--- src/pkg/pctm_pkg.sv ---
package pctm_pkg;

    // ----------------------------------------------------------------
    // strap patterns, ordered {decode_enable_n, bit3, bit2, bit1, bit0}
    // ----------------------------------------------------------------
    localparam int STRAP_W = 5;
    localparam logic [4:0] XOR_PATTERN = 5'h00;
    localparam logic [4:0] TRI_PATTERN = 5'h05;

    // ----------------------------------------------------------------
    // sizes of the tested set, clock observation and analog controls
    // ----------------------------------------------------------------
    localparam int TESTED_PINS = 174;
    localparam int VIEW_CLOCKS = 4;
    localparam int REG_CTRL_W = 3;

    // ----------------------------------------------------------------
    // values held after reset
    // ----------------------------------------------------------------
    localparam logic RST_OE = 1'h0;
    localparam logic RST_OUT = 1'h0;
    localparam logic RST_FLASH_SEL_N = 1'h1;

    typedef enum logic [1:0] {
        mode_normal,
        mode_xor,
        mode_tri
    } pctm_mode_t;

endpackage : pctm_pkg

--- src/hw/pctm_xor_chain.sv ---
`timescale 1ns/1ps

// cascaded two-input stages, one distinct pin added per stage
module pctm_xor_chain #(
    parameter int WIDTH = pctm_pkg::TESTED_PINS
) (
    input wire logic [WIDTH-1:0] i_pins,
    output logic o_result
);

    // ----------------------------------------------------------------
    // chain
    // ----------------------------------------------------------------
    logic [WIDTH-1:0] stage;

    assign stage[0] = i_pins[0];

    genvar g;
    generate
        for (g = 1; g < WIDTH; g++) begin : g_stage
            assign stage[g] = stage[g-1] ^ i_pins[g];
        end
        if (WIDTH < 2) begin : g_bad_width
            $error("xor chain needs at least two pins");
        end
    endgenerate

    assign o_result = stage[WIDTH-1];

endmodule : pctm_xor_chain

--- src/hw/pctm_test_modes.sv ---
// Overview of operation
// - all five straps low selects xor continuity mode
// - decode enable low, select bits 0101 selects tristate mode
// - xor mode floats the drivers of every tested pin
// - xor mode drives flash select pin with the final tree stage
// - xor mode treats every tested pin as an input
// - tree output is xor of all tested pins, one pin per stage
// - tested set: bus, eeprom, flash, leds, sw pins, media pins
// - scan port, straps, analog, crystal, test, regulator pins excluded
// - tristate mode floats all digital outputs except scan data out
// - tristate mode leaves analog outputs untouched
// - float instruction from scan controller also floats outputs
// - scan reset is active low; low clears the float instruction
// - clock observation pin drives an internal clock picked by setting
// - factory test input is active low, idle high
`timescale 1ns/1ps

module pctm_test_modes #(
    parameter int TREE_W = pctm_pkg::TESTED_PINS,
    parameter int NCLK = pctm_pkg::VIEW_CLOCKS
) (
    input wire logic i_clock,
    input wire logic i_nrst,
    input wire logic i_clk_en,
    input wire logic i_mode_decode_enable_n,
    input wire logic i_mode_select_bit3,
    input wire logic i_mode_select_bit2,
    input wire logic i_clk_view_pin_in,
    input wire logic i_mode_select_bit0_pin_in,
    input wire logic i_float_outputs_instruction,
    input wire logic i_scan_reset_n,
    input wire logic i_factory_test_n,
    input wire logic [TREE_W-1:0] i_tested_pin_in,
    input wire logic [TREE_W-1:0] i_core_pin_out,
    input wire logic [TREE_W-1:0] i_core_pin_oe,
    output logic [TREE_W-1:0] o_pin_out,
    output logic [TREE_W-1:0] o_pin_oe,
    input wire logic i_core_flash_select_n,
    output logic o_flash_select_out_n,
    output logic o_flash_select_oe,
    input wire logic i_core_bit0_out,
    input wire logic i_core_bit0_oe,
    output logic o_mode_select_bit0_pin_out,
    output logic o_mode_select_bit0_pin_oe,
    input wire logic [NCLK-1:0] i_int_clocks,
    input wire logic [$clog2(NCLK)-1:0] i_clk_view_sel,
    input wire logic i_clk_view_en,
    output logic o_clk_view_out,
    output logic o_clk_view_oe,
    input wire logic i_scan_data_out,
    input wire logic i_scan_data_oe,
    output logic o_scan_data_out,
    output logic o_scan_data_oe,
    input wire logic [pctm_pkg::REG_CTRL_W-1:0] i_reg_ctrl,
    output logic [pctm_pkg::REG_CTRL_W-1:0] o_reg_ctrl,
    output logic o_xor_mode,
    output logic o_float_mode,
    output logic o_factory_test_active
);

    // ----------------------------------------------------------------
    // elaboration checks
    // ----------------------------------------------------------------
    generate
        if (TREE_W < 2) begin : g_bad_tree
            $error("tree width must be at least two");
        end
        if (NCLK < 2) begin : g_bad_nclk
            $error("clock observation needs at least two clocks");
        end
    endgenerate

    // ----------------------------------------------------------------
    // strap decode
    // ----------------------------------------------------------------
    function automatic pctm_pkg::pctm_mode_t decode_straps(
        input logic [pctm_pkg::STRAP_W-1:0] straps
    );
        pctm_pkg::pctm_mode_t m;
        m = pctm_pkg::mode_normal;
        if (straps == pctm_pkg::XOR_PATTERN) begin
            m = pctm_pkg::mode_xor;
        end else if (straps == pctm_pkg::TRI_PATTERN) begin
            m = pctm_pkg::mode_tri;
        end
        return m;
    endfunction : decode_straps

    // bit1 shares the clock observation pin, bit0 a software pin
    wire logic [pctm_pkg::STRAP_W-1:0] straps = {
        i_mode_decode_enable_n, i_mode_select_bit3, i_mode_select_bit2,
        i_clk_view_pin_in, i_mode_select_bit0_pin_in};

    pctm_pkg::pctm_mode_t mode_ff;
    pctm_pkg::pctm_mode_t nxt_mode;
    assign nxt_mode = decode_straps(straps);

    // ----------------------------------------------------------------
    // float instruction and factory test
    // ----------------------------------------------------------------
    logic float_ff;
    logic nxt_float;
    // scan reset low empties the instruction, so it gates the float
    assign nxt_float = i_float_outputs_instruction & i_scan_reset_n;

    logic factory_ff;
    logic nxt_factory;
    assign nxt_factory = ~i_factory_test_n;

    always_ff @(posedge i_clock or negedge i_nrst) begin
        if (!i_nrst) begin
            mode_ff <= pctm_pkg::mode_normal;
            float_ff <= 1'h0;
            factory_ff <= 1'h0;
        end else if (i_clk_en) begin
            mode_ff <= nxt_mode;
            float_ff <= nxt_float;
            factory_ff <= nxt_factory;
        end
    end

    // ----------------------------------------------------------------
    // pin driver control
    // ----------------------------------------------------------------
    wire logic is_xor = (mode_ff == pctm_pkg::mode_xor);
    // float instruction wins over xor: fixture asked for all floated
    wire logic is_float = (mode_ff == pctm_pkg::mode_tri) | float_ff;
    wire logic any_test = is_xor | is_float;

    wire logic tree_out;
    pctm_xor_chain #(
        .WIDTH(TREE_W)
    ) u_chain (
        .i_pins(i_tested_pin_in),
        .o_result(tree_out)
    );

    // tested pins: floated in both test modes, normal otherwise
    wire logic [TREE_W-1:0] nxt_pin_oe =
        any_test ? '0 : i_core_pin_oe;
    wire logic [TREE_W-1:0] nxt_pin_out = i_core_pin_out;

    // flash select carries the tree result in xor mode only
    wire logic nxt_flash_oe = is_float ? 1'h0 : 1'h1;
    wire logic nxt_flash_n = (is_xor & ~float_ff) ? tree_out
                                                  : i_core_flash_select_n;

    // strap pins stay undriven in test modes so the decode holds
    wire logic nxt_bit0_oe = any_test ? 1'h0 : i_core_bit0_oe;
    wire logic nxt_view_oe = any_test ? 1'h0 : i_clk_view_en;

    always_ff @(posedge i_clock or negedge i_nrst) begin
        if (!i_nrst) begin
            o_pin_oe <= '0;
            o_pin_out <= '0;
            o_flash_select_oe <= pctm_pkg::RST_OE;
            o_flash_select_out_n <= pctm_pkg::RST_FLASH_SEL_N;
            o_mode_select_bit0_pin_oe <= pctm_pkg::RST_OE;
            o_mode_select_bit0_pin_out <= pctm_pkg::RST_OUT;
            o_clk_view_oe <= pctm_pkg::RST_OE;
        end else if (i_clk_en) begin
            o_pin_oe <= nxt_pin_oe;
            o_pin_out <= nxt_pin_out;
            o_flash_select_oe <= nxt_flash_oe;
            o_flash_select_out_n <= nxt_flash_n;
            o_mode_select_bit0_pin_oe <= nxt_bit0_oe;
            o_mode_select_bit0_pin_out <= i_core_bit0_out;
            o_clk_view_oe <= nxt_view_oe;
        end
    end

    // ----------------------------------------------------------------
    // scan data out, analog controls and status
    // ----------------------------------------------------------------
    always_ff @(posedge i_clock or negedge i_nrst) begin
        if (!i_nrst) begin
            o_scan_data_oe <= pctm_pkg::RST_OE;
            o_scan_data_out <= pctm_pkg::RST_OUT;
            o_reg_ctrl <= '0;
            o_xor_mode <= 1'h0;
            o_float_mode <= 1'h0;
            o_factory_test_active <= 1'h0;
        end else if (i_clk_en) begin
            o_scan_data_oe <= i_scan_data_oe;
            o_scan_data_out <= i_scan_data_out;
            o_reg_ctrl <= i_reg_ctrl;
            o_xor_mode <= is_xor & ~float_ff;
            o_float_mode <= is_float;
            o_factory_test_active <= factory_ff;
        end
    end

    // ----------------------------------------------------------------
    // clock observation
    // ----------------------------------------------------------------
    // a clock cannot pass a flop at its own rate, so this stays a mux
    wire logic sel_ok = (32'(i_clk_view_sel) < NCLK);
    assign o_clk_view_out = sel_ok ? i_int_clocks[i_clk_view_sel]
                                   : 1'h0;
endmodule : pctm_test_modes

--- config.mk ---
export PLATFORM = sky130hd
export DESIGN_NAME = pctm_test_modes
export DESIGN_NICKNAME = d
export VERILOG_FILES = /design/src/pkg/pctm_pkg.sv /design/src/hw/pctm_xor_chain.sv /design/src/hw/pctm_test_modes.sv
export SDC_FILE = /design/constraint.sdc
export NUM_CORES = 1
export LEC_CHECK = 0
export BUFFER_PORTS_ARGS = -buffer_cell sky130_fd_sc_hd__buf_2
export CAP_MARGIN = 15
export CORE_AREA = 2 2 351 353
export CTS_CLUSTER_SIZE = 10
export DETAILED_ROUTE_END_ITERATION = 6
export DIE_AREA = 0 0 353 355
export PLACE_DENSITY = 0.41
export SLEW_MARGIN = 20
export SYNTH_ARGS = -nofsm -noshare
export SYNTH_HDL_FRONTEND = slang
export SYNTH_SLANG_ARGS = --single-unit
--- constraint.sdc ---
create_clock -name i_clock -period 4.8 [get_ports i_clock]
set_clock_uncertainty 0.2 [all_clocks]
set_input_delay 0.48 -clock i_clock [delete_from_list [all_inputs] [get_ports i_clock]]
set_output_delay 0.48 -clock i_clock [all_outputs]
set_load 0.05 [all_outputs]
# ---- Word level (Yosys, flattened, before mapping)
# Index checks and enable logic that the tools add are counted.
dict set report classes {
  eq_ne 3
  n_lt_le_gt_ge 1
  mux 9
  n_bitwise 179
  reduce_logical 1
}
# op n
set ops {}
lappend ops {{$mux 174} 1}
lappend ops {{$xor 1x1->1} 173}
lappend ops {{$eq 5x3->1 const B} 1}
lappend ops {{$logic_not 5->1} 1}
lappend ops {{$mux 1} 5}
lappend ops {{$mux 2} 2}
lappend ops {{$lt 2x3->1 const B} 1}
lappend ops {{$and 1x1->1} 2}
lappend ops {{$bmux 1 s2} 1}
lappend ops {{$eq 2x1->1 const B} 1}
lappend ops {{$eq 2x2->1 const B} 1}
lappend ops {{$not 1->1} 2}
lappend ops {{$or 1x1->1} 2}
dict set report totals {
  ff_bits 365
  output_inout_bits 362
  word_cells 209
  inputBits 548
}

# ---- Depth between registers and ports, before layout
# Gate-level depths: netlist (run 1).
dict set report depth {
  word_depth 174
  depth_mapped 7
  mapped_depth_nobuf 7
}

# ---- Modules after synthesis
# A second synthesis (run 1) with hierarchy kept.
dict set report hier_totals {
  hier_cells 975
  hier_area_um2 14721.6
}
# mod cells_per_inst area_per_inst_um2 n_inst seq_area_each_um2
set by_module_without_submodules {}
lappend by_module_without_submodules {pctm_test_modes 804 13196.4 1 9135.0}
lappend by_module_without_submodules {pctm_xor_chain 171 1525.2 1 0.0}

# ---- Worst setup path after synthesis (run 1)
# Ideal clock, no wire load.
dict set report synth_timing {
  kind {input port to flip-flop}
  start {in i_tested_pin_in[47]}
  end {reg o_flash_select_out_n}
  cell_stages 7
  setup_ns 0.072
  path_buffers 0
  setup_slack_ns 2.286
  arrival_ns 2.242
  required_time_ns 4.528
  path_cell_list {xnor2_1 xnor3_1 xnor3_1 xnor3_1 xnor3_1 xnor3_1 o21ai_1}
}
dict set report synth_via {
  elab_chain_len 128
}
# item line
set synth_lines {}
lappend synth_lines {{start: declaration} pctm_test_modes.sv:33} ;# input wire logic [TREE_W-1:0] i_tested_pin_in,
lappend synth_lines {{$xor 1x1->1 (127 in a row)} pctm_xor_chain.sv:21} ;# assign stage[g] = stage[g-1] ^ i_pins[g];
lappend synth_lines {{$mux 1} pctm_test_modes.sv:145} ;# wire logic nxt_flash_n = (is_xor & ~float_ff) ? tree_out
lappend synth_lines {{end signal: assignment} pctm_test_modes.sv:157} ;# o_flash_select_out_n <= pctm_pkg::RST_FLASH_SEL_N;
lappend synth_lines {{end signal: assignment} pctm_test_modes.sv:165} ;# o_flash_select_out_n <= nxt_flash_n;
lappend synth_lines {{end: declaration} pctm_test_modes.sv:39} ;# output logic o_flash_select_out_n,
# Every way passes these cells.
# A chain may end at the register's enable or synchronous reset.

# ---- Final worst setup path (run 1)
# Ends and elaborated chain as after synthesis.

==> run summary, run 1 <==
CRITICAL PATH
-------------------------------------------------------------------------------------
Length in cells of the worst reg-to-reg path ...........................            7
Cells along the critical path .......................................... buf_2 > xnor2_1 > xnor3_1 > xnor3_1 > xnor3_1 > xnor3_1 > xnor3_1 > o21ai_1
Worst setup slack for register-to-register paths .......................      2680 ps
First element of the critical path ..................................... i_tested_pin_in[47]
Combined buffer and inverter count along the critical path .............            1
Reg-to-Reg End ......................................................... o_pin_oe[71]
Worst setup path class .................................................    in -> reg
Endpoint required time on the critical path ............................      5130 ps
Crit path DAT ..........................................................      2540 ps
Library cell appearing most often on the critical path ................. sky130_fd_sc_hd__xnor3_1
Type of destination of the critical path ...............................         flop
Slowest Stage Delay on Critical Path ...................................       430 ps
Reg-to-reg critical path startpoint ....................................     float_ff
Largest fanout on the critical path ....................................            1
Slowest CP cell ........................................................ sky130_fd_sc_hd__xnor3_1
Family with the most delay on the worst path ........................... XOR/XNOR gates
Critical path launch point type ........................................   input port

STA
-------------------------------------------------------------------------------------
Slew at the pin closest to its max-slew limit ..........................       876 ps
Setup repair after global routing missed its margin ....................           no
Max Fclk ...............................................................      452 MHz
Post-route setup TNS ...................................................         0 ps
Slew headroom ..........................................................        41.6%
Crit path time final ...................................................      2210 ps
Final hold vios ........................................................            0
Pins over their slew limit .............................................            0
Final setup violation count ............................................            0
Final worst-path cycle share ...........................................        46.1%

ROUTING
-------------------------------------------------------------------------------------
Wirelength, routed .....................................................      65.1 mm
DR vias ................................................................        14000
Detailed Route Iter0 Violations ........................................          508
Routed Antenna Nets ....................................................            0
Remaining DRCs .........................................................            0
Pre-Repair DR Iteration Count ..........................................            6
Mean routed wirelength per cell ........................................      15.3 µm
Routed vias/inst .......................................................         3.28

FLOORPLANNING
-------------------------------------------------------------------------------------
Initial cell density of the core .......................................        12.6%
Total die area .........................................................   125000 µm²
Die span in x ..........................................................       353 µm
Die span in y ..........................................................       355 µm
Site Rows ..............................................................          128
Total I/O pin count ....................................................          910
Area of the core .......................................................   121000 µm²

CLOCK NETWORK
-------------------------------------------------------------------------------------
Buffers from clock root to sink, at most ...............................            3
Number of hold buffers added after cts .................................          364
Post_cts resized .......................................................            0
CTS HTree Levels .......................................................            2
Clock Latency Late Sink ................................................       600 ps
Clk slew on worst S/H paths ............................................        60 ps
TritonCTS clock tree ...................................................         done
CTS Root Buffer Type ................................................... sky130_fd_sc_hd__clkbuf_16
CTS Buf Count ..........................................................           49
Buffer count from post-CTS setup fixing ................................            0
Number of sinks driven by the clock tree ...............................          365

GLOBAL ROUTE
-------------------------------------------------------------------------------------
Grt ovf ................................................................            0
Number of global-route vias before repair ..............................        15200
Pin count of the biggest net entering global routing ...................          127
Global-route wire length before repair .................................      94.7 mm
Initial antenna violation count ........................................            7
Global router's overall resource usage .................................        9.96%

SYNTH
-------------------------------------------------------------------------------------
Post-synthesis compound-gate area fraction .............................        6.03%
Unique masters post-synth ..............................................           23
Avg Cell Area, Syn .....................................................     11.6 µm²
Simple-gate share of the synthesized area ..............................        4.59%
Post-synthesis sequential element count ................................          365
Sequential share of the synthesized area ...............................        59.5%
Combinational family with the most area after synthesis ................ multiplexers
Adder and majority gate portion of the synthesized area ................           0%
Number of nets in the synthesized netlist ..............................         1869
Mux contribution to synthesized area ...................................        13.6%
Top cells by area, synth ............................................... sky130_fd_sc_hd__dfrtp_1, sky130_fd_sc_hd__mux2_2, sky130_fd_sc_hd__xnor2_1
Count of yosys warnings during synthesis ...............................            0
Yosys top cell area share ..............................................        59.3%
Mapped cell area .......................................................    15300 µm²
Most area-hungry cell type in the Yosys netlist ........................ sky130_fd_sc_hd__dfrtp_1
Post-Syn Instances .....................................................         1321
Post-synthesis share of cell area spent on xor and xnor gates ..........        10.4%

PLACEMENT
-------------------------------------------------------------------------------------
Post-place instance area ...............................................    21900 µm²
Cell total after placement .............................................         3812
HPWL after detailed placement ..........................................      48.9 mm
Count of input and output buffers ......................................          909
Placer congestion estimate .............................................        0.797

WORST HOLD PATH
-------------------------------------------------------------------------------------
Hold Crit Class ........................................................    in -> reg
Worst hold endpoint .................................................... o_pin_oe[154]
Min-Delay Startpoint ...................................................     i_clk_en
Number of cells on the worst hold path .................................            2

FINAL LAYOUT
-------------------------------------------------------------------------------------
Commonest cells after routing, fill and taps aside ..................... sky130_fd_sc_hd__buf_2, sky130_fd_sc_hd__dfrtp_1, sky130_fd_sc_hd__dlygate4sd3_1
Most frequent standard cell in the layout excluding fill and tap cells . sky130_fd_sc_hd__buf_2
Post-layout util .......................................................        22.4%
Layout Cells excl Fill .................................................         4260
Area delta synth->final ................................................        77.2%
Total non-filler cell area in the finished layout ......................    27200 µm²
Number of nets in the layout ...........................................         3150
Fraction of layout cells with a size suffix above 1 ....................        45.2%

RUN
-------------------------------------------------------------------------------------
Maxcap violations ......................................................            0

POWER
-------------------------------------------------------------------------------------
Overall Power ..........................................................      10.6 mW
Maximum resistive drop on vdd ..........................................     0.255 mV
Leakage power ..........................................................      13.0 nW
Pwr/cell area ..........................................................   391 nW/µm²

OUTCOME
-------------------------------------------------------------------------------------
Status .................................................................    completed

==> flip-flops by register name, indices dropped and copies added, names as in the netlist, 2 cells and up <==
register    count
mode_ff         2
o_pin_out     174
o_pin_oe      174
o_reg_ctrl      3
==> synthesized netlist by cell type <==
master	number
sky130_fd_sc_hd__nand2_1	179
sky130_fd_sc_hd__or4b_2	1
sky130_fd_sc_hd__o21ai_1	1
sky130_fd_sc_hd__o22ai_1	2
sky130_fd_sc_hd__dfstp_2	1
sky130_fd_sc_hd__nor3_1	1
sky130_fd_sc_hd__xnor3_1	10
sky130_fd_sc_hd__xnor2_1	133
sky130_fd_sc_hd__mux2i_1	1
sky130_fd_sc_hd__buf_1	6
sky130_fd_sc_hd__xnor3_2	1
sky130_fd_sc_hd__nand3_1	2
sky130_fd_sc_hd__dfrtp_1	364
sky130_fd_sc_hd__inv_1	182
sky130_fd_sc_hd__mux2_2	182
sky130_fd_sc_hd__clkbuf_1	54
sky130_fd_sc_hd__mux4_2	1
sky130_fd_sc_hd__xnor2_2	3
sky130_fd_sc_hd__o21ai_0	178
sky130_fd_sc_hd__o32ai_1	1
sky130_fd_sc_hd__xor2_1	15
sky130_fd_sc_hd__nor2_1	2
sky130_fd_sc_hd__o22a_1	1
==> worst max path at each step <==
stage                           end  slack [ps]  depth (start not counted)
2_1_floorplan  o_flash_select_out_n        2290                          7
3_3_place_gp   o_flash_select_out_n        1990                          8
5_1_grt                o_pin_oe[79]        2490                          7
4_1_cts              o_pin_out[173]        2620                          1
3_5_place_dp   o_flash_select_out_n        1960                          8
6_report       o_flash_select_out_n        2590                          8
==> power breakdown <==
group / switching [mW] / internal, mW
clock network: 1.49 / 2.20
registers: 0.179 / 3.41
logic: 2.10 / 1.26
total: 3.76 / 6.87
==> through the flow <==
stage,hold WS [ps],setup slack [ps]
finish,79.3,2590
global route,46.2,2490
CTS,21.3,2620
detailed placement,289,1960
global placement,286,1990
floorplan,-15.6,2290
==> routing by layer <==
metal  vias to the layer above  share of wire (%)  track usage, %
li1                       6749                  -               -
met3                       106                8.7            3.54
met5                         -              0.083               0
met4                         8                3.7            4.05
met1                      6604                 38            11.1
met2                       526                 49            17.2
==> kinds of logic (layout without fill, tap and decap cells) <==
kind of cell	count (synthesis)	after routing
compound gates	183	183
simple gates	185	185
flops	365	365
mux	184	184
other cells	0	1
xor+xnor	162	162
buf+inv	242	1555
==> area by class of cell <==
type                    instances  area [µm²]
diodes                          1        2.50
inverters                     182         683
flip-flops and latches        365        9140
clock buffers                  72        1450
repair buffers               1290        8420
fillers                     13300       94200
multi-input cells             714        5310
well taps                    1625        2030
clock inverters                11         168
Power figures use the tool's default switching activity.
==> inputs of run 2 (changes only) <==
PLACE_DENSITY = 0.42   (was 0.41)
clock period = 1.8 ns   (was 4.8 ns; I/O delays follow)
==> run 2 against run 1 <==
Compared with the run above:
- sequential cell count unchanged
- critical path depth unchanged
- non-clock buffer count increased by 112
- power increased to 2.6 times the previous value
- wire length increased by 6.4%
- clock-buffer cell count decreased by 10
- final area increased by 5.1%
- global-route usage increased by 0.44 points
- critical endpoint unchanged
==> run summary, run 2 (same netlist as run 1, synthesis figures left out) <==
FLOORPLANNING
-------------------------------------------------------------------------------------
Total I/O pin count ....................................................          910   unchanged
Area of the core .......................................................   121000 µm²   unchanged
Initial cell density of the core .......................................        12.6%   unchanged
Site Rows ..............................................................          128   unchanged
Die span in y ..........................................................       355 µm   unchanged
Total die area .........................................................   125000 µm²   unchanged
Die span in x ..........................................................       353 µm   unchanged

FINAL LAYOUT
-------------------------------------------------------------------------------------
Area delta synth->final ................................................        86.2%   was 77.2%
Total non-filler cell area in the finished layout ......................    28600 µm²   was 27200 µm²
Commonest cells after routing, fill and taps aside ..................... sky130_fd_sc_hd__buf_2, sky130_fd_sc_hd__dlygate4sd3_1, sky130_fd_sc_hd__dfrtp_1   was sky130_fd_sc_hd__buf_2, sky130_fd_sc_hd__dfrtp_1, sky130_fd_sc_hd__dlygate4sd3_1
Layout Cells excl Fill .................................................         4366   was 4260
Register area ..........................................................     9140 µm²   unchanged
Area used by multi-input combinational logic ...........................     5410 µm²   was 5310 µm²
Fill cell instance count of the final layout ...........................        13200   was 13300
Fraction of layout cells with a size suffix above 1 ....................        46.5%   was 45.2%
Post-layout util .......................................................        23.5%   was 22.4%
Number of nets in the layout ...........................................         3260   was 3150
Most frequent standard cell in the layout excluding fill and tap cells . sky130_fd_sc_hd__buf_2   unchanged
Registers with the most flip-flops ..................................... o_pin_oe: 174 flops, o_pin_out: 174 flops, o_reg_ctrl: 3 flops   unchanged

OUTCOME
-------------------------------------------------------------------------------------
Status .................................................................    completed   unchanged

CRITICAL PATH
-------------------------------------------------------------------------------------
Library cell appearing most often on the critical path ................. sky130_fd_sc_hd__xnor3_1   unchanged
Slowest Stage Delay on Critical Path ...................................       440 ps   was 430 ps
Combined buffer and inverter count along the critical path .............            1   unchanged
Endpoint required time on the critical path ............................      2110 ps   was 5130 ps
Type of destination of the critical path ...............................         flop   unchanged
Cells along the critical path .......................................... buf_2 > xnor2_1 > xnor2_1 > xnor3_1 > xnor3_1 > xnor3_1 > xnor3_1 > o21ai_1   was buf_2 > xnor2_1 > xnor3_1 > xnor3_1 > xnor3_1 > xnor3_1 > xnor3_1 > o21ai_1
Slowest CP cell ........................................................ sky130_fd_sc_hd__xnor3_1   unchanged
Family with the most delay on the worst path ........................... XOR/XNOR gates   unchanged
Largest fanout on the critical path ....................................            1   unchanged
Reg-to-reg critical path startpoint ....................................   mode_ff[1]   was float_ff
Critical path launch point type ........................................   input port   unchanged
Crit path DAT ..........................................................      2090 ps   was 2540 ps
First element of the critical path ..................................... i_tested_pin_in[54]   was i_tested_pin_in[47]
Worst setup path class .................................................    in -> reg   unchanged

POWER
-------------------------------------------------------------------------------------
Fraction of power spent switching nets .................................        35.9%   was 35.4%
Maximum resistive drop on vdd ..........................................     0.679 mV   was 0.255 mV
Fraction of power consumed by sequential logic .........................        34.1%   was 33.8%
Comb power frac ........................................................        34.1%   was 31.6%
Leakage power ..........................................................      13.7 nW   was 13.0 nW
Pwr/cell area ..........................................................   983 nW/µm²   was 391 nW/µm²
Net Sw Power ...........................................................      10.1 mW   was 3.76 mW
Internal power summed over all cells ...................................      18.0 mW   was 6.87 mW
Overall Power ..........................................................      28.1 mW   was 10.6 mW
Clock network fraction of total power ..................................        31.8%   was 34.7%

GLOBAL ROUTE
-------------------------------------------------------------------------------------
Global router's overall resource usage .................................        10.4%   was 9.96%
Grt ovf ................................................................            0   unchanged
Number of global-route vias before repair ..............................        15800   was 15200
Pin count of the biggest net entering global routing ...................           64   was 127
Initial antenna violation count ........................................            7   unchanged
Global-route wire length before repair .................................      99.2 mm   was 94.7 mm

ROUTING
-------------------------------------------------------------------------------------
Remaining DRCs .........................................................            0   unchanged
Wirelength, routed .....................................................      69.3 mm   was 65.1 mm
Detailed Route Iter0 Violations ........................................          585   was 508
DR vias ................................................................        14700   was 14000
Mean routed wirelength per cell ........................................      15.9 µm   was 15.3 µm
Routed Antenna Nets ....................................................            0   unchanged
Routed vias/inst .......................................................         3.37   was 3.28
Pre-Repair DR Iteration Count ..........................................            5   was 6

WORST HOLD PATH
-------------------------------------------------------------------------------------
Hold Crit Class ........................................................    in -> reg   unchanged
Min-Delay Startpoint ...................................................     i_clk_en   unchanged

PLACEMENT
-------------------------------------------------------------------------------------
Post-place instance area ...............................................    22500 µm²   was 21900 µm²
Pre-CTS WS .............................................................      -597 ps   was 1960 ps
HPWL after detailed placement ..........................................      51.2 mm   was 48.9 mm
Placer congestion estimate .............................................        0.852   was 0.797
Count of input and output buffers ......................................          909   unchanged
Cell total after placement .............................................         3865   was 3812

CLOCK NETWORK
-------------------------------------------------------------------------------------
Clk slew on worst S/H paths ............................................        50 ps   was 60 ps
CTS HTree Levels .......................................................            2   unchanged
Clock Latency Late Sink ................................................       580 ps   was 600 ps
Buffers from clock root to sink, at most ...............................            3   unchanged
CTS Root Buffer Type ................................................... sky130_fd_sc_hd__clkbuf_16   unchanged
Number of sinks driven by the clock tree ...............................          365   unchanged
CTS Buf Count ..........................................................           47   was 49
TritonCTS clock tree ...................................................         done   unchanged

STA
-------------------------------------------------------------------------------------
Pins over their slew limit .............................................            0   unchanged
Crit path time final ...................................................      1780 ps
Final hold vios ........................................................            0   unchanged
Slew at the pin closest to its max-slew limit ..........................       608 ps   was 876 ps
Post-route worst hold slack ............................................      55.9 ps   was 79.3 ps
Final worst-path cycle share ...........................................        98.6%
Setup repair after global routing missed its margin ....................          yes   was no
Slew headroom ..........................................................        59.3%   was 41.6%
Slack of the critical path .............................................      24.4 ps   was 2590 ps
Final setup violation count ............................................            0   unchanged
Max Fclk ...............................................................      563 MHz
Post-route setup TNS ...................................................         0 ps   unchanged

RUN
-------------------------------------------------------------------------------------
Maxcap violations ......................................................            0   unchanged

## run 2: cell count changes in the layout (fill, tap and decap cells not counted), moves of 7 or more
cell	change
sky130_fd_sc_hd__clkbuf_16	+9
sky130_fd_sc_hd__buf_4	+37
sky130_fd_sc_hd__buf_12	+17
sky130_fd_sc_hd__o21ai_0	-28
sky130_fd_sc_hd__dlygate4sd3_1	+41
sky130_fd_sc_hd__nand2_2	+9
sky130_fd_sc_hd__o21ai_1	+26
sky130_fd_sc_hd__clkbuf_8	-7
sky130_fd_sc_hd__nand2_1	-9
## run 2: worst paths after layout
check | endpoint | slack [ps] | depth (start not counted)
min in group asynchronous | o_pin_out[143] | 630 | 4
max | o_flash_select_out_n | 20 | 8
min reg2reg | o_factory_test_active | 280 | 1
max in group asynchronous | o_pin_oe[65] | 270 | 5
max reg2reg | o_pin_oe[137] | 30 | 8
min | o_pin_oe[117] | 60 | 4
## run 2: cell type report
class	count	share of cell area (%)
inverters	182	2.39
clock inverters	9	0.333
flip-flops and latches	365	32.0
clock buffers	62	4.63
repair buffers	1402	34.6
multi-input cells	714	18.9
diodes	7	0.0613
well taps	1625	7.11
## run 2: timing repair
action,CTS,global route
resized for setup,8,70
buffers inserted,0,4
pin swaps,0,2
hold buffers,408,0
gates cloned,0,11
hold endpoints to repair,730,0
setup endpoints to repair,6,72
## run 2: metal layers
metal / up-vias / track usage [%] / routed length (µm)
li1: 6999 / - / -
met1: 7091 / 12.5 / 28400
met2: 530 / 17.8 / 34100
met3: 88 / 2.96 / 5000
met4: 4 / 3.37 / 1810
met5: - / 0 / 25
## run 2: worst register-to-register path, stage by stage (launching register included)
cell	delay [ps]
sky130_fd_sc_hd__dfrtp_1	410
sky130_fd_sc_hd__inv_2	90
sky130_fd_sc_hd__nor2_4	50
sky130_fd_sc_hd__nor3_4	200
sky130_fd_sc_hd__buf_6	140
sky130_fd_sc_hd__clkbuf_16	200
sky130_fd_sc_hd__buf_6	170
sky130_fd_sc_hd__nand2_1	120
sky130_fd_sc_hd__o21ai_0	110
## run 2: power by group through the flow
stage	Clock [mW]	Sequential (mW)	Combinational [mW]
CTS	9.33	9.58	9.46
global route	9.64	9.70	10.1
detailed placement	0	9.70	8.61
global placement	0	9.69	8.56
finish	8.93	9.58	9.59
floorplan	0	12.8	2.59
==> inputs of run 3 (changes only) <==
GPL_TIMING_DRIVEN = 0   (was not set)
==> run 3 against run 2 <==
Compared with the run above:
- the flow now finishes with violations (negative hold slack, negative setup slack)
- non-clock buffer count decreased by 44
- combinational power hardly changed
- register-to-register slack about the same
- via count fell by 1.2%
- power down 2.0%
- clock power down 6.3%
- critical path type unchanged
- highest routed layer unchanged
==> run summary, run 3 (same netlist as run 1, synthesis figures left out) <==
OUTCOME
-------------------------------------------------------------------------------------
Status ................................................................. finished, violations left   was completed
Violations in the final reports ........................................ negative hold slack, negative setup slack

STA
-------------------------------------------------------------------------------------
Slew headroom ..........................................................        43.0%   was 59.3%
Final hold vios ........................................................           52   was 0
Slew at the pin closest to its max-slew limit ..........................       855 ps   was 608 ps
Post-route setup TNS ...................................................     -17.9 ps   was 0 ps
Pins over their slew limit .............................................            0   unchanged
Crit path time final ...................................................      1820 ps   was 1780 ps
Final worst-path cycle share ...........................................         101%   was 98.6%
Max Fclk ...............................................................      550 MHz   was 563 MHz
Slack of the critical path .............................................     -17.9 ps   was 24.4 ps
Setup repair after global routing missed its margin ....................          yes   unchanged
Final setup violation count ............................................            1   was 0
Post-route worst hold slack ............................................     -77.6 ps   was 55.9 ps

ROUTING
-------------------------------------------------------------------------------------
Pre-Repair DR Iteration Count ..........................................            4   was 5
Wirelength, routed .....................................................      73.7 mm   was 69.3 mm
DR vias ................................................................        14500   was 14700
Routed vias/inst .......................................................         3.37   about the same
Detailed Route Iter0 Violations ........................................          604   was 585
Mean routed wirelength per cell ........................................      17.1 µm   was 15.9 µm
Remaining DRCs .........................................................            0   unchanged
Routed Antenna Nets ....................................................            0   unchanged

FLOORPLANNING
-------------------------------------------------------------------------------------
Die span in x ..........................................................       353 µm   unchanged
Die span in y ..........................................................       355 µm   unchanged
Total die area .........................................................   125000 µm²   unchanged
Site Rows ..............................................................          128   unchanged
Area of the core .......................................................   121000 µm²   unchanged
Initial cell density of the core .......................................        12.6%   unchanged
Total I/O pin count ....................................................          910   unchanged

GLOBAL ROUTE
-------------------------------------------------------------------------------------
Global-route wire length before repair .................................       104 mm   was 99.2 mm
Initial antenna violation count ........................................           19   was 7
Global router's overall resource usage .................................        11.2%   was 10.4%
Pin count of the biggest net entering global routing ...................           86   was 64
Grt ovf ................................................................            0   unchanged
Number of global-route vias before repair ..............................        15800   about the same

CLOCK NETWORK
-------------------------------------------------------------------------------------
Clock Latency Late Sink ................................................       570 ps   was 580 ps
CTS Root Buffer Type ................................................... sky130_fd_sc_hd__clkbuf_16   unchanged
CTS Buf Count ..........................................................           45   was 47
Clk slew on worst S/H paths ............................................        60 ps   was 50 ps
CTS HTree Levels .......................................................            2   unchanged
Number of hold buffers added after cts .................................          367   was 408
TritonCTS clock tree ...................................................         done   unchanged
Number of sinks driven by the clock tree ...............................          365   unchanged
Buffers from clock root to sink, at most ...............................            3   unchanged

CRITICAL PATH
-------------------------------------------------------------------------------------
Worst setup path class .................................................    in -> reg   unchanged
Largest fanout on the critical path ....................................            1   unchanged
Slowest Stage Delay on Critical Path ...................................       450 ps   was 440 ps
Endpoint required time on the critical path ............................      2110 ps   about the same
Critical path launch point type ........................................   input port   unchanged
Type of destination of the critical path ...............................         flop   unchanged
Slowest CP cell ........................................................ sky130_fd_sc_hd__xnor3_2   was sky130_fd_sc_hd__xnor3_1
Length in cells of the worst reg-to-reg path ...........................            8   unchanged
Library cell appearing most often on the critical path ................. sky130_fd_sc_hd__xnor2_1   was sky130_fd_sc_hd__xnor3_1
Crit path DAT ..........................................................      2120 ps   was 2090 ps
Cells along the critical path .......................................... buf_2 > xor2_1 > xnor2_1 > xnor2_2 > xnor2_1 > xnor3_2 > xnor3_1 > o21ai_1   was buf_2 > xnor2_1 > xnor2_1 > xnor3_1 > xnor3_1 > xnor3_1 > xnor3_1 > o21ai_1

PLACEMENT
-------------------------------------------------------------------------------------
HPWL after detailed placement ..........................................      56.6 mm   was 51.2 mm
Post-place instance area ...............................................    22100 µm²   was 22500 µm²
Placer congestion estimate .............................................        0.864   was 0.852
Count of input and output buffers ......................................          908   was 909

POWER
-------------------------------------------------------------------------------------
Leakage power ..........................................................      13.4 nW   was 13.7 nW
Pwr/cell area ..........................................................   982 nW/µm²   was 983 nW/µm²
Maximum resistive drop on vdd ..........................................     0.638 mV   was 0.679 mV

FINAL LAYOUT
-------------------------------------------------------------------------------------
Fraction of layout cells with a size suffix above 1 ....................        48.5%   was 46.5%
Registers with the most flip-flops ..................................... o_pin_oe: 174 flops, o_pin_out: 174 flops, o_reg_ctrl: 3 flops   unchanged
Total non-filler cell area in the finished layout ......................    28000 µm²   was 28600 µm²
Area delta synth->final ................................................        82.6%   was 86.2%
Commonest cells after routing, fill and taps aside ..................... sky130_fd_sc_hd__buf_2, sky130_fd_sc_hd__dlygate4sd3_1, sky130_fd_sc_hd__dfrtp_1   unchanged
Most frequent standard cell in the layout excluding fill and tap cells . sky130_fd_sc_hd__buf_2   unchanged
Number of nets in the layout ...........................................         3214   was 3260

WORST HOLD PATH
-------------------------------------------------------------------------------------
Hold Crit Class ........................................................  in -> async   was in -> reg

RUN
-------------------------------------------------------------------------------------
Maxcap violations ......................................................            0   unchanged

## run 3: cell types whose count changed in the layout (fill, tap and decap cells not counted), moves of 21 or more
| cell | previous run | this run |
|---|---|---|
| sky130_fd_sc_hd__dlygate4sd3_1 | 405 | 366 |
| sky130_fd_sc_hd__nand2_1 | 170 | 134 |
| sky130_fd_sc_hd__buf_4 | 48 | 16 |
| sky130_fd_sc_hd__clkbuf_1 | 7 | 35 |
| sky130_fd_sc_hd__o21ai_2 | 2 | 28 |
| sky130_fd_sc_hd__buf_12 | 23 | 2 |
| sky130_fd_sc_hd__nand2_2 | 9 | 30 |
## run 3: final cells by class
type / count / area [µm²]
tap: 1625 / 2030
inverter: 182 / 683
fill: 13300 / 93400
multi-input combinational: 714 / 5710
buffer: 60 / 519
clock inverter: 8 / 71.3
antenna: 7 / 17.5
sequential: 365 / 9140
timing repair buffer: 1298 / 8630
clock buffer: 61 / 1230
## run 3: through the flow
stage | hold slack [ps] | worst slack [ps] | total power [mW] | instances | util (%)
finish | -77.6 | -17.9 | 27.5 | 4320 | 23.1
global placement | 169 | -7870 | 18.2 | 3854 | 18.1
global route | -90.1 | -41.4 | 28.9 | 4316 | 23.1
floorplan | -316 | -231 | 15.4 | 1321 | -
detailed placement | -57.9 | -2050 | 18.3 | 3859 | 18.2
CTS | -139 | -11.0 | 27.8 | 4300 | 22.7
## run 3: repair_timing
item / CTS / global route
endpoints found under the hold margin: 567 / 52
resized for setup: 75 / 150
endpoints found under the setup margin: 371 / 186
pin swaps: 2 / 16
cloned: 3 / 10
buffers inserted: 2 / 3
## run 3: path summary, 6_finish.rpt
path,startpoint,to,slack (ps)
max in group asynchronous,i_nrst,o_pin_out[29],190
min in group i_clock,i_core_pin_oe[113],o_pin_oe[113],120
worst min-delay path,i_nrst,o_pin_out[112],-80
worst max register to register,mode_ff[0],o_pin_oe[100],20
worst max-delay path,i_tested_pin_in[97],o_flash_select_out_n,-20
worst min register to register,o_pin_out[75],o_pin_out[75],300
## run 3: layer usage
| metal | routed length, µm | GRT usage [%] | vias up |
|---|---|---|---|
| li1 | - | - | 6893 |
| met1 | 30400 | 13.5 | 7044 |
| met2 | 36600 | 19.6 | 516 |
| met3 | 4900 | 2.91 | 80 |
| met4 | 1750 | 2.91 | 8 |
| met5 | 52 | 0 | - |
## run 3: power breakdown
part / internal (mW) / switching (mW) / total, mW
registers: 9.10 / 0.481 / 9.58
clock network: 4.72 / 3.64 / 8.37
logic: 3.60 / 5.98 / 9.58
total: 17.4 / 10.1 / 27.5
## run 3: critical path: cells and delay by family
kind            cells  cell delay, ps
buf+inv             1             100
xor+xnor            6            1680
compound gates      1             150
